<file path="config.mk">
export PLATFORM = sky130hd
export DESIGN_NAME = mfp_fault_prot
export DESIGN_NICKNAME = d
export VERILOG_FILES = /design/src/mfp_pkg.sv /design/src/mfp_if.sv /design/src/mfp_fault_sync.sv /design/src/mfp_off_timer.sv /design/src/mfp_fault_prot.sv
export VERILOG_INCLUDE_DIRS = /design/src /design/src/src
export SDC_FILE = /design/constraint.sdc
export NUM_CORES = 1
export LEC_CHECK = 0
export BUFFER_PORTS_ARGS = -buffer_cell sky130_fd_sc_hd__buf_4
export CAP_MARGIN = 0
export CORE_ASPECT_RATIO = 0.75
export CORE_UTILIZATION = 35
export DETAILED_ROUTE_END_ITERATION = 7
export MAX_ROUTING_LAYER = met4
export PLACE_DENSITY = 0.66
export RECOVER_POWER = 25
export SLEW_MARGIN = 0
export SYNTH_ARGS = -nofsm -noshare
export SYNTH_HDL_FRONTEND = slang
export SYNTH_SLANG_ARGS = --single-unit
export TNS_END_PERCENT = 100
</file>
<file path="constraint.sdc">
create_clock -name sys_clk -period 2 [get_ports sys_clk]
set_input_delay 0.3 -clock sys_clk [delete_from_list [all_inputs] [get_ports sys_clk]]
set_output_delay 0.3 -clock sys_clk [all_outputs]
set_load 0.01 [all_outputs]
</file>
<file path="src/mfp_defs.svh">
`ifndef MFP_DEFS_SVH
`define MFP_DEFS_SVH

// ****************************************************************
// Clock, timing and field constants
// ****************************************************************

// System clock rate in MHz.
`define MFP_CLK_MHZ        125
// Shortest output-off period in microseconds; the selector doubles it per step.
`define MFP_OFF_BASE_US    500
// Width of the off-period down counter.
`define MFP_TMR_W          20
// Width of the off-period selector field.
`define MFP_SEL_W          2
// Number of output power transistors watched for overcurrent.
`define MFP_OC_LANES       6
// Width of the consecutive retry counter.
`define MFP_CNT_W          4
// Consecutive trips that end in lockout.
`define MFP_RETRY_LIMIT    4'h8
// Reset value of the retry counter.
`define MFP_CNT_RST        4'h0
// Reset value of every fault and status flag.
`define MFP_FLAG_RST       1'b0
// Reset value of the drive enable.
`define MFP_DRIVE_RST      1'b0

`endif

</file>
<file path="src/mfp_pkg.sv">
`include "mfp_defs.svh"

package mfp_pkg;

  // Overcurrent protection states, one-hot.
  typedef enum logic [2:0] {
    MFP_OC_RUN  = 3'b001,
    MFP_OC_WAIT = 3'b010,
    MFP_OC_HOLD = 3'b100
  } mfp_oc_e;

  // One bit per output power transistor.
  typedef logic [`MFP_OC_LANES-1:0] mfp_lane_t;

  // Off-period counter value.
  typedef logic [`MFP_TMR_W-1:0] mfp_tmr_t;

  // Retry counter value.
  typedef logic [`MFP_CNT_W-1:0] mfp_cnt_t;

  // Off-period selector.
  typedef logic [`MFP_SEL_W-1:0] mfp_sel_t;

endpackage

</file>
<file path="src/mfp_if.sv">
`timescale 1ns/1ps
`default_nettype none

// ****************************************************************
// Signals between the synchroniser, the off timer and the core
// ****************************************************************
interface mfp_if;
  import mfp_pkg::*;

  logic       pump_low;
  logic       pump_ok;
  logic       temp_hot;
  logic       temp_cool;
  mfp_lane_t  oc;
  logic       tmr_start;
  mfp_sel_t   tmr_sel;
  logic       tmr_done;

  modport sync  (output pump_low, output pump_ok, output temp_hot, output temp_cool,
                 output oc);
  modport timer (input tmr_start, input tmr_sel, output tmr_done);
  modport core  (input pump_low, input pump_ok, input temp_hot, input temp_cool,
                 input oc, output tmr_start, output tmr_sel, input tmr_done);
endinterface

`default_nettype wire

</file>
<file path="src/mfp_fault_sync.sv">
`timescale 1ns/1ps
`default_nettype none
`include "mfp_defs.svh"

// ****************************************************************
// Two-stage synchroniser for the analog comparator indications
// ****************************************************************
module mfp_fault_sync (
  // Clock and reset
  input wire logic               sys_clk,
  input wire logic               srst,
  // Raw comparator indications
  input wire logic               pump_low_raw,
  input wire logic               pump_ok_raw,
  input wire logic               temp_hot_raw,
  input wire logic               temp_cool_raw,
  input wire mfp_pkg::mfp_lane_t oc_raw,
  // Synchronised indications
  mfp_if.sync                    flt
);
  import mfp_pkg::*;

  localparam int NB = `MFP_OC_LANES + 4;

  logic [NB-1:0] raw;
  logic [NB-1:0] meta_r;
  logic [NB-1:0] sync_r;

  assign raw = {oc_raw, temp_cool_raw, temp_hot_raw, pump_ok_raw, pump_low_raw};

  // First stage feeds only the second stage.
  always_ff @(posedge sys_clk) begin
    if (srst) begin
      meta_r <= '0;
      sync_r <= '0;
    end else begin
      meta_r <= raw;
      sync_r <= meta_r;
    end
  end

  assign flt.pump_low  = sync_r[0];
  assign flt.pump_ok   = sync_r[1];
  assign flt.temp_hot  = sync_r[2];
  assign flt.temp_cool = sync_r[3];
  assign flt.oc        = sync_r[NB-1:4];

  property p_sync_delay;
    @(posedge sys_clk) disable iff (srst)
      !$past(srst, 2) |-> sync_r == $past(raw, 2);
  endproperty
  a_sync_delay: assert property (p_sync_delay) else $error("sync delay wrong");

endmodule

`default_nettype wire

</file>
<file path="src/mfp_off_timer.sv">
`timescale 1ns/1ps
`default_nettype none
`include "mfp_defs.svh"

// ****************************************************************
// Output-off period timer
// ****************************************************************
module mfp_off_timer #(
  parameter int unsigned OFF_BASE_CYC = `MFP_OFF_BASE_US * `MFP_CLK_MHZ
) (
  // Clock and reset
  input wire logic sys_clk,
  input wire logic srst,
  // Start, selector and expiry
  mfp_if.timer     tmr
);
  import mfp_pkg::*;

  mfp_tmr_t cnt_r;
  logic     done_r;

  // Off period in cycles: the base period doubled once per selector step.
  function automatic mfp_tmr_t off_cycles(input mfp_sel_t sel);
    off_cycles = mfp_tmr_t'(OFF_BASE_CYC << sel);
  endfunction

  // Loads on start, counts down, pulses done on the last cycle.
  always_ff @(posedge sys_clk) begin
    if (srst) begin
      cnt_r  <= '0;
      done_r <= `MFP_FLAG_RST;
    end else if (tmr.tmr_start) begin
      cnt_r  <= off_cycles(tmr.tmr_sel);
      done_r <= 1'b0;
    end else begin
      done_r <= (cnt_r == mfp_tmr_t'(1));
      if (cnt_r != '0) begin
        cnt_r <= cnt_r - mfp_tmr_t'(1);
      end
    end
  end

  assign tmr.tmr_done = done_r;

  property p_load;
    @(posedge sys_clk) disable iff (srst)
      tmr.tmr_start |=> cnt_r == off_cycles($past(tmr.tmr_sel));
  endproperty
  a_load: assert property (p_load) else $error("off period not loaded");

endmodule

`default_nettype wire

</file>
<file path="src/mfp_fault_prot.sv">
`timescale 1ns/1ps
`default_nettype none
`include "mfp_defs.svh"

module mfp_fault_prot #(
  parameter int unsigned OFF_BASE_CYC = `MFP_OFF_BASE_US * `MFP_CLK_MHZ
) (
  // Clock and reset
  input  wire logic               sys_clk,
  input  wire logic               srst,
  // Analog comparator indications
  input  wire logic               pump_low_raw,
  input  wire logic               pump_ok_raw,
  input  wire logic               temp_hot_raw,
  input  wire logic               temp_cool_raw,
  input  wire mfp_pkg::mfp_lane_t oc_raw,
  // Speed command and configuration
  input  wire logic               speed_command,
  input  wire logic               overcurrent_latch_select,
  input  wire mfp_pkg::mfp_sel_t  off_period_select,
  // Output stage control
  output logic                    drive_en,
  output logic                    stage_hiz,
  // Open-drain alert
  output logic                    alert_out,
  output logic                    alert_oe,
  // Status
  output logic                    overcurrent_shutdown,
  output logic                    overcurrent_lockout,
  output logic                    thermal_shutdown,
  output mfp_pkg::mfp_cnt_t       retry_count
);
  import mfp_pkg::*;

  // ****************************************************************
  // Declarations and sub-blocks
  // ****************************************************************

  mfp_if    flt ();
  mfp_oc_e  oc_r;
  mfp_oc_e  oc_nxt;
  mfp_cnt_t cnt_r;
  mfp_cnt_t cnt_nxt;
  logic     pump_uv_r;
  logic     pump_uv_nxt;
  logic     therm_r;
  logic     therm_nxt;
  logic     speed_d_r;
  logic     speed_reapply;
  logic     oc_any;
  logic     tmr_start;
  logic     drive_en_r;
  logic     stage_hiz_r;
  logic     alert_oe_r;
  logic     oc_sd_r;
  logic     oc_lock_r;
  logic     alert_out_r;

  // Comparator synchroniser.
  mfp_fault_sync u_sync (
    .sys_clk       (sys_clk),
    .srst          (srst),
    .pump_low_raw  (pump_low_raw),
    .pump_ok_raw   (pump_ok_raw),
    .temp_hot_raw  (temp_hot_raw),
    .temp_cool_raw (temp_cool_raw),
    .oc_raw        (oc_raw),
    .flt           (flt.sync)
  );

  // Output-off period timer.
  mfp_off_timer #(
    .OFF_BASE_CYC (OFF_BASE_CYC)
  ) u_timer (
    .sys_clk (sys_clk),
    .srst    (srst),
    .tmr     (flt.timer)
  );

  // Next value of the retry counter after one more trip.
  function automatic mfp_cnt_t bump(input mfp_cnt_t c);
    bump = mfp_cnt_t'(c + mfp_cnt_t'(1));
  endfunction

  // ****************************************************************
  // Speed command re-application
  // ****************************************************************

  // Stop-to-run edge of the speed command.
  always_ff @(posedge sys_clk) begin
    if (srst) begin
      speed_d_r <= `MFP_FLAG_RST;
    end else begin
      speed_d_r <= speed_command;
    end
  end

  assign speed_reapply = speed_command & ~speed_d_r;

  // ****************************************************************
  // Charge pump undervoltage and thermal shutdown
  // ****************************************************************

  // Trip indication wins over recovery indication when both are seen.
  always_comb begin
    pump_uv_nxt = pump_uv_r;
    if (flt.pump_low) begin
      pump_uv_nxt = 1'b1;
    end else if (flt.pump_ok) begin
      pump_uv_nxt = 1'b0;
    end
    therm_nxt = therm_r;
    if (flt.temp_hot) begin
      therm_nxt = 1'b1;
    end else if (flt.temp_cool) begin
      therm_nxt = 1'b0;
    end
  end

  // Self-recovering protection flags.
  always_ff @(posedge sys_clk) begin
    if (srst) begin
      pump_uv_r <= `MFP_FLAG_RST;
      therm_r   <= `MFP_FLAG_RST;
    end else begin
      pump_uv_r <= pump_uv_nxt;
      therm_r   <= therm_nxt;
    end
  end

  // ****************************************************************
  // Overcurrent protection
  // ****************************************************************

  assign oc_any        = |flt.oc;
  assign flt.tmr_start = tmr_start;
  assign flt.tmr_sel   = off_period_select;

  // Trip, retry and lockout sequencing.
  always_comb begin
    oc_nxt    = oc_r;
    cnt_nxt   = cnt_r;
    tmr_start = 1'b0;
    case (oc_r)
      MFP_OC_RUN: begin
        if (oc_any) begin
          if (overcurrent_latch_select) begin
            oc_nxt = MFP_OC_HOLD;
          end else begin
            cnt_nxt = bump(cnt_r);
            if (cnt_nxt == `MFP_RETRY_LIMIT) begin
              oc_nxt = MFP_OC_HOLD;
            end else begin
              oc_nxt    = MFP_OC_WAIT;
              tmr_start = 1'b1;
            end
          end
        end
      end
      MFP_OC_WAIT: begin
        if (flt.tmr_done) begin
          if (oc_any) begin
            cnt_nxt = bump(cnt_r);
            if (cnt_nxt == `MFP_RETRY_LIMIT) begin
              oc_nxt = MFP_OC_HOLD;
            end else begin
              tmr_start = 1'b1;
            end
          end else begin
            oc_nxt  = MFP_OC_RUN;
            cnt_nxt = `MFP_CNT_RST;
          end
        end
      end
      MFP_OC_HOLD: begin
        if (speed_reapply) begin
          oc_nxt  = MFP_OC_RUN;
          cnt_nxt = `MFP_CNT_RST;
        end
      end
      default: begin
        oc_nxt  = MFP_OC_RUN;
        cnt_nxt = `MFP_CNT_RST;
      end
    endcase
  end

  // Overcurrent state and retry counter.
  always_ff @(posedge sys_clk) begin
    if (srst) begin
      oc_r  <= MFP_OC_RUN;
      cnt_r <= `MFP_CNT_RST;
    end else begin
      oc_r  <= oc_nxt;
      cnt_r <= cnt_nxt;
    end
  end

  // ****************************************************************
  // Output stage and alert
  // ****************************************************************

  // Registered outputs follow the next-state values, so they line up with state.
  always_ff @(posedge sys_clk) begin
    if (srst) begin
      drive_en_r  <= `MFP_DRIVE_RST;
      stage_hiz_r <= `MFP_FLAG_RST;
      alert_oe_r  <= `MFP_FLAG_RST;
      oc_sd_r     <= `MFP_FLAG_RST;
      oc_lock_r   <= `MFP_FLAG_RST;
      alert_out_r <= 1'b0;
    end else begin
      drive_en_r  <= (oc_nxt == MFP_OC_RUN) & ~pump_uv_nxt & ~therm_nxt;
      stage_hiz_r <= pump_uv_nxt;
      alert_oe_r  <= pump_uv_nxt | therm_nxt | (oc_nxt != MFP_OC_RUN);
      oc_sd_r     <= (oc_nxt != MFP_OC_RUN);
      oc_lock_r   <= (oc_nxt == MFP_OC_HOLD);
      alert_out_r <= 1'b0;
    end
  end

  assign drive_en             = drive_en_r;
  assign stage_hiz            = stage_hiz_r;
  assign alert_out            = alert_out_r;
  assign alert_oe             = alert_oe_r;
  assign overcurrent_shutdown = oc_sd_r;
  assign overcurrent_lockout  = oc_lock_r;
  assign thermal_shutdown     = therm_r;
  assign retry_count          = cnt_r;

  // ****************************************************************
  // Checks
  // ****************************************************************

  property p_pump_hiz;
    @(posedge sys_clk) disable iff (srst)
      flt.pump_low |=> stage_hiz && !drive_en;
  endproperty
  a_pump_hiz: assert property (p_pump_hiz) else $error("pump uv not hiz");

  property p_pump_recover;
    @(posedge sys_clk) disable iff (srst)
      stage_hiz && !flt.pump_low && !flt.pump_ok |=> stage_hiz;
  endproperty
  a_pump_recover: assert property (p_pump_recover) else $error("pump uv left early");

  property p_alert_pump;
    @(posedge sys_clk) disable iff (srst)
      stage_hiz |-> alert_oe && !alert_out;
  endproperty
  a_alert_pump: assert property (p_alert_pump) else $error("alert off in pump uv");

  property p_oc_off;
    @(posedge sys_clk) disable iff (srst)
      oc_any && oc_r == MFP_OC_RUN |=> !drive_en;
  endproperty
  a_oc_off: assert property (p_oc_off) else $error("stages on after trip");

  property p_alert_fault;
    @(posedge sys_clk) disable iff (srst)
      overcurrent_shutdown || thermal_shutdown |-> alert_oe;
  endproperty
  a_alert_fault: assert property (p_alert_fault) else $error("alert off in fault");

  property p_latch_mode;
    @(posedge sys_clk) disable iff (srst)
      oc_any && oc_r == MFP_OC_RUN && overcurrent_latch_select
      |=> oc_r == MFP_OC_HOLD ##1 (oc_r == MFP_OC_HOLD || $past(speed_reapply));
  endproperty
  a_latch_mode: assert property (p_latch_mode) else $error("latch mode not held");

  property p_auto_retry;
    @(posedge sys_clk) disable iff (srst)
      oc_any && oc_r == MFP_OC_RUN && !overcurrent_latch_select && cnt_r == 4'h0
      |=> oc_r == MFP_OC_WAIT && cnt_r == 4'h1;
  endproperty
  a_auto_retry: assert property (p_auto_retry) else $error("auto retry missing");

  property p_lockout;
    @(posedge sys_clk) disable iff (srst)
      oc_r == MFP_OC_WAIT && flt.tmr_done && oc_any && cnt_r == 4'h7
      |=> oc_r == MFP_OC_HOLD && overcurrent_lockout;
  endproperty
  a_lockout: assert property (p_lockout) else $error("no lockout at eighth trip");

  property p_hold_stays;
    @(posedge sys_clk) disable iff (srst)
      oc_r == MFP_OC_HOLD && !speed_reapply |=> oc_r == MFP_OC_HOLD;
  endproperty
  a_hold_stays: assert property (p_hold_stays) else $error("lockout left early");

  property p_reapply;
    @(posedge sys_clk) disable iff (srst)
      oc_r == MFP_OC_HOLD && speed_reapply |=> oc_r == MFP_OC_RUN && cnt_r == 4'h0;
  endproperty
  a_reapply: assert property (p_reapply) else $error("reapply did not clear");

  property p_retry_clear;
    @(posedge sys_clk) disable iff (srst)
      oc_r == MFP_OC_WAIT && flt.tmr_done && !oc_any
      |=> oc_r == MFP_OC_RUN && cnt_r == 4'h0;
  endproperty
  a_retry_clear: assert property (p_retry_clear) else $error("counter not cleared");

  property p_tsd;
    @(posedge sys_clk) disable iff (srst)
      flt.temp_hot |=> thermal_shutdown && !drive_en;
  endproperty
  a_tsd: assert property (p_tsd) else $error("no thermal shutdown");

  property p_tsd_recover;
    @(posedge sys_clk) disable iff (srst)
      thermal_shutdown && flt.temp_cool && !flt.temp_hot |=> !thermal_shutdown;
  endproperty
  a_tsd_recover: assert property (p_tsd_recover) else $error("no thermal recovery");

endmodule

`default_nettype wire

</file>
==> results.py, run 1 <==
metrics = {
    "finish": {
        "stdcell_area_sq_mm": 0.00300,
        "nets": 328,
        "n_fill_cell": 662,
        "n_antenna_cell": 0,
        "drive_gt1_share_pct": 22.8,
        "fin_cells": 387,
        "final_cell_mix": "dfxtp_1 (54), buf_4 (41), nor2b_1 (21), nor2_1 (19), a21oi_1 (17)",
        "syn_to_final_growth_pct": 20.7,
        "layout_commonest_cell": "dfxtp_1",
    },
    "global_routing": {
        "grt_max_degree": 54,
        "grt_first_pass_wirelength_microns": 8420,
        "track_usage_pct": 15.1,
        "antenna_found_initial": 0,
        "grt_pass1_vias": 1768,
        "grt.overflow.total": 0,
    },
    "clocking": {
        "cts_buffers": 5,
        "clk_pin_slew_ns": 0.11,
        "clock_latency_ns": 0.32,
        "htree_levels": 2,
        "cts_tree": "yes",
        "clock_sinks": 55,
        "cts-root-buf": "clkbuf_8",
        "clockBufferDepth": 2,
    },
    "synthesis": {
        "async_flop_share_pct": 0,
        "postSynthAreaPerCell_sq_um": 9.40,
        "syn-cell-area_sq_mm": 0.00248,
        "ys.flop_type": "dfxtp_1",
        "ys_warn_count": 0,
        "synth_edf_count": 0,
        "ys_ff_latch": 55,
        "syn-num-nets": 290,
        "syn_inst": 264,
        "synth_cell_types": 54,
        "ys_seq_area_share_pct": 44.4,
    },
    "placement": {
        "dp.cells": 377,
        "port_buffers": 25,
        "dpl-instance-area_sq_mm": 0.00282,
        "gp_congestion": 0.876,
        "dp_hpwl_microns": 3680,
        "dp_slack_ns": 0.0541,
    },
    "worst_setup_path": {
        "criticalPathCategory": "flop to flop",
        "critical_path.slowest_cell": "or3b_4",
        "path_max_fanout": 12,
        "required_ns": 2.21,
        "path_cells": "or3b_4 > a221oi_4 > buf_4 > and2_4 > or3_1 > o32ai_2",
        "cp-start-kind": "flop",
        "cpPeakStageDelay_ns": 0.44,
        "end_kind": "flop",
        "cp.arrival_ns": 2.11,
        "reg2reg_slack_ns": 0.1,
    },
    "floorplan": {
        "ios": 27,
        "rows": 26,
        "core_sq_mm": 0.00683,
        "initial_core_util_pct": 36.3,
        "die_area_sq_mm": 0.00743,
        "die_width_microns": 99.2,
        "die_y_microns": 74.9,
    },
    "sta": {
        "finalMaxSlewViolations": 0,
        "worstMarginPinSlew_ns": 0.527,
        "max-slew-margin-rel_pct": 64.9,
        "post-route-period-util_pct": 95.1,
        "fin_crit_ns": 1.90,
        "final-hold-violation-count": 0,
        "skew_ns": 0.0130,
        "fmax_mhz": 526,
        "final-setup-viol-count": 0,
        "setup_slack_ns": 0.0984,
    },
    "power_and_ir_drop": {
        "p_per_area_mw_per_mm2": 1300,
        "p_leak_nw": 1.19,
        "vdd_drop_max_v": 0.000494,
    },
    "route": {
        "vias": 2003,
        "drc": 0,
        "drt_iter0_markers": 154,
        "first_pass_iters": 4,
        "ant_nets": 0,
        "wl_microns": 5220,
        "post_drt_wl_per_cell_microns": 13.5,
        "avgViaCountPerCell": 5.18,
    },
    "worst_hold_path": {
        "hp-class": "input port to flop",
    },
    "run": {
        "maxCapViolations": 0,
    },
    "outcome": {
        "status": "finished, final reports clean",
    },
}
stage by stage:
step / utilization (%) / hold slack (ns) / total power [W] / setup TNS (ns)
after CTS: 42.7 / 0.175 / 0.00371 / 0
final: 43.8 / 0.181 / 0.00388 / 0
after global routing: 43.8 / 0.174 / 0.00413 / -0.0467
after floorplan: - / 0.414 / 0.00252 / 0
after global placement: 41.3 / 0.417 / 0.00302 / 0
after detailed placement: 41.3 / 0.426 / 0.00302 / 0
cells by family (layout without fill, tap and decap cells):
group / count (synthesis) / in the layout / share of synthesized area, %
other: 1 / 1 / 0.151
AO/OA/AOI/OAI: 54 / 54 / 15.7
AND/OR/NAND/NOR: 114 / 114 / 27.0
XOR/XNOR: 10 / 10 / 3.53
buffers and inverters: 19 / 58 / 3.78
flip-flops: 55 / 55 / 44.4
adder cells (fa/ha/maj): 10 / 10 / 5.04
multiplexers: 1 / 1 / 0.403
layer usage:
layer  wire [microns]  part of all wire, %  vias to the layer above  global-route usage [%]
li1                 -                    -                     1017                       -
met1             2650                   51                      903                    22.3
met2             2120                   41                       73                    19.2
met3              373                  7.1                       10                    3.34
met4               76                  1.5                        0                    6.21
met5                0                    0                        -                       -
sequential cells by signal (all words and copies together) (netlist names):
name                  cells
u_sync.meta_r            10
u_timer.cnt_r            20
stage_hiz                 1
retry_count               4
oc_r                      3
alert_oe                  1
drive_en                  1
overcurrent_shutdown      1
thermal_shutdown          1
speed_d_r                 1
u_timer.tmr.tmr_done      1
u_sync.sync_r            10
overcurrent_lockout       1
cell usage after synthesis, types with 3 or more instances:
master	number	area, sq um
nor3_2	3	30.0
inv_1	9	33.8
o21a_1	3	22.5
xnor2_1	6	52.6
a21oi_1	17	85.1
or3_1	5	31.3
o31ai_1	3	22.5
nor2b_1	21	131
nand2b_1	5	31.3
xor2_1	4	35.0
nor4_1	7	43.8
ha_1	10	125
or4_1	3	22.5
nand3_1	12	60.1
a31oi_1	5	31.3
nand2_1	12	45.0
nand3b_1	5	37.5
o21ai_0	7	35.0
nor3_1	7	35.0
clkbuf_1	5	18.8
dfxtp_1	55	1100
nor2_1	19	71.3
final timing paths:
kind / start / to / cells past startpoint
setup reg to reg: oc_r[1] / u_timer.cnt_r[17] / 6
setup / recovery: oc_r[1] / u_timer.cnt_r[17] / 6
hold / removal: oc_raw[2] / u_sync.meta_r[6] / 2
hold reg to reg: u_sync.meta_r[3] / u_sync.sync_r[3] / 1
critical path, delay by kind of cell, from the launching register on:
kind	cells	cell delay, ns
and+or+nand+nor	3	0.84
DFF	1	0.39
AOI/OAI and AO/OA	2	0.36
buffers and inverters	1	0.18
power by group:
| part | internal, W | total (W) | switching, W |
|---|---|---|---|
| clock network | 0.000267 | 0.000677 | 0.000410 |
| registers | 0.00129 | 0.00151 | 0.000214 |
| logic | 0.000784 | 0.00170 | 0.000912 |
| total | 0.00234 | 0.00388 | 0.00154 |
final cells by class:
cell class,count,area (sq um),area share (%)
inverters,9,33.8,1.13
repair buffers,41,308,10.3
clock buffers,5,68.8,2.30
multi-input cells,190,1350,44.9
well taps,84,105,3.51
flip-flops and latches,55,1100,36.8
clock inverters,3,31.3,1.04
timing repair:
item	CTS	global route
endpoints found under the setup margin	0	16
setup buffers	0	2
resized for setup	0	13
hold buffers	0	0
Power figures use the tool's default switching activity.
==> run 2, diff against run 1 <==
Settings changed: ABC_AREA set to 1, SKIP_CTS_REPAIR_TIMING set to 1.
==> results.py, run 2 <==
metrics = {
    "outcome": {
        "status": "finished, final reports clean",
    },
    "sta": {
        "skew_ns": 0.00944,
        "final-setup-viol-count": 0,
        "fmax_mhz": 580,
        "max-slew-margin-rel_pct": 2.33,
        "fin_crit_ns": 1.72,
        "rsz0062_at_grt": "false",
        "final-hold-violation-count": 0,
        "worstMarginPinSlew_ns": 1.47,
        "setup_tns_ns": 0,
        "post-route-period-util_pct": 86.1,
        "finalMaxSlewViolations": 0,
    },
    "synthesis": {
        "ys_seq_area_share_pct": 40.5,
        "syn_inst": 368,
        "ys.flop_type": "dfxtp_1",
        "synth_cell_types": 37,
        "synth-compound-area-share_pct": 7.00,
        "postSynthAreaPerCell_sq_um": 7.38,
        "syn-num-nets": 394,
        "synth_area_leaders": "dfxtp_1 (41%), nor2_1 (11%), nand2_1 (9.0%)",
        "ys_ff_latch": 55,
        "synthTopCellsByCount": "nor2_1 (76), nand2_1 (65), dfxtp_1 (55), inv_1 (49), nand3_1 (27)",
        "synth_top_cell_area_share_pct": 40.5,
        "synth_area_leader_cell": "dfxtp_1",
        "muxShareOfSynthArea_pct": 0,
        "synth_edf_count": 0,
        "async_flop_share_pct": 0,
        "yosysMostFrequentCell": "nor2_1",
        "synth-simple-area-share_pct": 34.6,
        "synth_top_family_by_area": "simple AND/OR/NAND/NOR gates",
        "synth-adder-area-share_pct": 4.61,
        "synth_xor_area_share_pct": 3.82,
        "syn-cell-area_sq_mm": 0.00272,
        "ys_warn_count": 0,
    },
    "worst_setup_path": {
        "required_ns": 2.19,
        "end_kind": "flop",
        "path_max_fanout": 8,
        "cp-start-kind": "flop",
        "cp.arrival_ns": 1.92,
        "criticalPathCategory": "flop to flop",
    },
    "global_routing": {
        "grt_pass1_vias": 2003,
        "grt_first_pass_wirelength_microns": 9890,
        "grt_max_degree": 34,
        "track_usage_pct": 15.9,
        "grt.overflow.total": 0,
        "antenna_found_initial": 0,
    },
    "finish": {
        "layout_commonest_cell": "nor2_1",
        "nets": 420,
        "reg_top3": "u_timer.cnt_r x20, u_sync.meta_r x10, u_sync.sync_r x10",
        "largest_reg_flops": 20,
        "top_register": "u_timer.cnt_r",
        "syn_to_final_growth_pct": 14.4,
        "n_antenna_cell": 0,
        "final_cell_mix": "nor2_1 (76), nand2_1 (65), dfxtp_1 (55), inv_1 (49), nand3_1 (27)",
        "drive_gt1_share_pct": 17.5,
    },
    "clocking": {
        "clk_pin_slew_ns": 0.10,
        "clock_latency_ns": 0.31,
        "cts-root-buf": "clkbuf_8",
        "cts_tree": "yes",
        "clock_sinks": 55,
        "clockBufferDepth": 2,
        "cts_buffers": 5,
        "htree_levels": 2,
    },
    "power_and_ir_drop": {
        "p_leak_nw": 1.48,
        "p_total_w": 0.00478,
        "p_per_area_mw_per_mm2": 1540,
        "vdd_drop_max_v": 0.000611,
    },
    "route": {
        "first_pass_iters": 4,
        "drc": 0,
        "vias": 2241,
        "drt_iter0_markers": 196,
        "post_drt_wl_per_cell_microns": 11.7,
        "ant_nets": 0,
        "avgViaCountPerCell": 4.52,
        "wl_microns": 5820,
    },
    "floorplan": {
        "core_sq_mm": 0.00743,
        "die_y_microns": 78.3,
        "initial_core_util_pct": 36.5,
        "die_area_sq_mm": 0.00812,
        "ios": 27,
        "rows": 27,
        "die_width_microns": 104,
    },
    "worst_hold_path": {
        "hp-class": "input port to flop",
    },
    "placement": {
        "port_buffers": 25,
        "gp_congestion": 0.911,
        "dp_hpwl_microns": 4530,
    },
    "run": {
        "maxCapViolations": 0,
    },
}
==> run 2: cell types whose count changed after synthesis, sizes merged, moves of 4 or more <==
| cell | before | now |
|---|---|---|
| nand3 | 12 | 32 |
| nand2 | 12 | 75 |
| nor2b | 21 | 0 |
| nor3 | 10 | 5 |
| nor2 | 19 | 82 |
| nor4 | 8 | 0 |
| nand3b | 5 | 1 |
| a31oi | 5 | 1 |
| or3 | 5 | 0 |
| nand2b | 5 | 0 |
| inv | 9 | 53 |
==> run 2: path summary, 6_finish.rpt <==
check / start / to / slack, ns / cells after the start
worst max-delay path: u_timer.cnt_r[0] / u_timer.cnt_r[16] / 0.28 / 7
worst min-delay path: pump_low_raw / u_sync.meta_r[0] / 0.19 / 3
worst max register to register: u_timer.cnt_r[0] / u_timer.cnt_r[16] / 0.28 / 7
worst min register to register: u_sync.meta_r[8] / u_sync.sync_r[8] / 0.40 / 2
==> run 2: layout make-up <==
class,instances,area [sq um]
Clock buffer,6,82.6
Clock inverter,2,35.0
Fill cell,769,4330
Inverter,55,211
Multi-Input combinational cell,251,1360
Sequential cell,55,1100
Tap cell,101,126
Timing Repair Buffer,26,188
==> run 2: cell families (layout without fill, tap and decap cells) <==
family / count (synthesis) / in the layout
AND/OR/NAND/NOR: 200 / 200
buffers and inverters: 62 / 89
flip-flops: 55 / 55
AO/OA/AOI/OAI: 29 / 29
XOR/XNOR: 11 / 11
adder cells (fa/ha/maj): 10 / 10
other: 1 / 1
==> run 2: layer usage <==
layer  wire [microns]  global-route usage [%]  vias to the layer above
met1             3140                    23.4                      999
li1                 -                       -                     1181
met5                0                       -                        -
met3              335                    3.24                        7
met2             2290                    21.4                       54
met4               63                    4.29                        0
==> run 2: critical path, cell delays in order (launching register included) <==
cell and delay [ns]:
dfxtp_1 0.33, inv_1 0.11, ha_1 0.24, nand2_2 0.14, nor2_8 0.22, nand4_4 0.18, a21boi_0 0.28, nor2_1 0.09
==> run 2: stage by stage <==
| step | std cells | hold slack, ns | util (%) | cell area, sq um | setup slack, ns |
|---|---|---|---|---|---|
| after floorplan | 368 | 0.388 | - | 2720 | 0.541 |
| after global placement | 488 | 0.389 | 40.3 | 3000 | 0.426 |
| after detailed placement | 488 | 0.393 | 40.3 | 3000 | 0.340 |
| after CTS | 496 | 0.181 | 41.9 | 3110 | 0.316 |
| after global routing | 496 | 0.184 | 41.8 | 3110 | 0.142 |
| final | 496 | 0.188 | 41.8 | 3110 | 0.277 |
==> run 2: power by group <==
part,switching (W),leakage (nW),internal [W]
registers,0.000249,0.453,0.00136
clock network,0.000362,0.0612,0.000406
logic,0.00155,0.964,0.000857
total,0.00216,1.48,0.00262
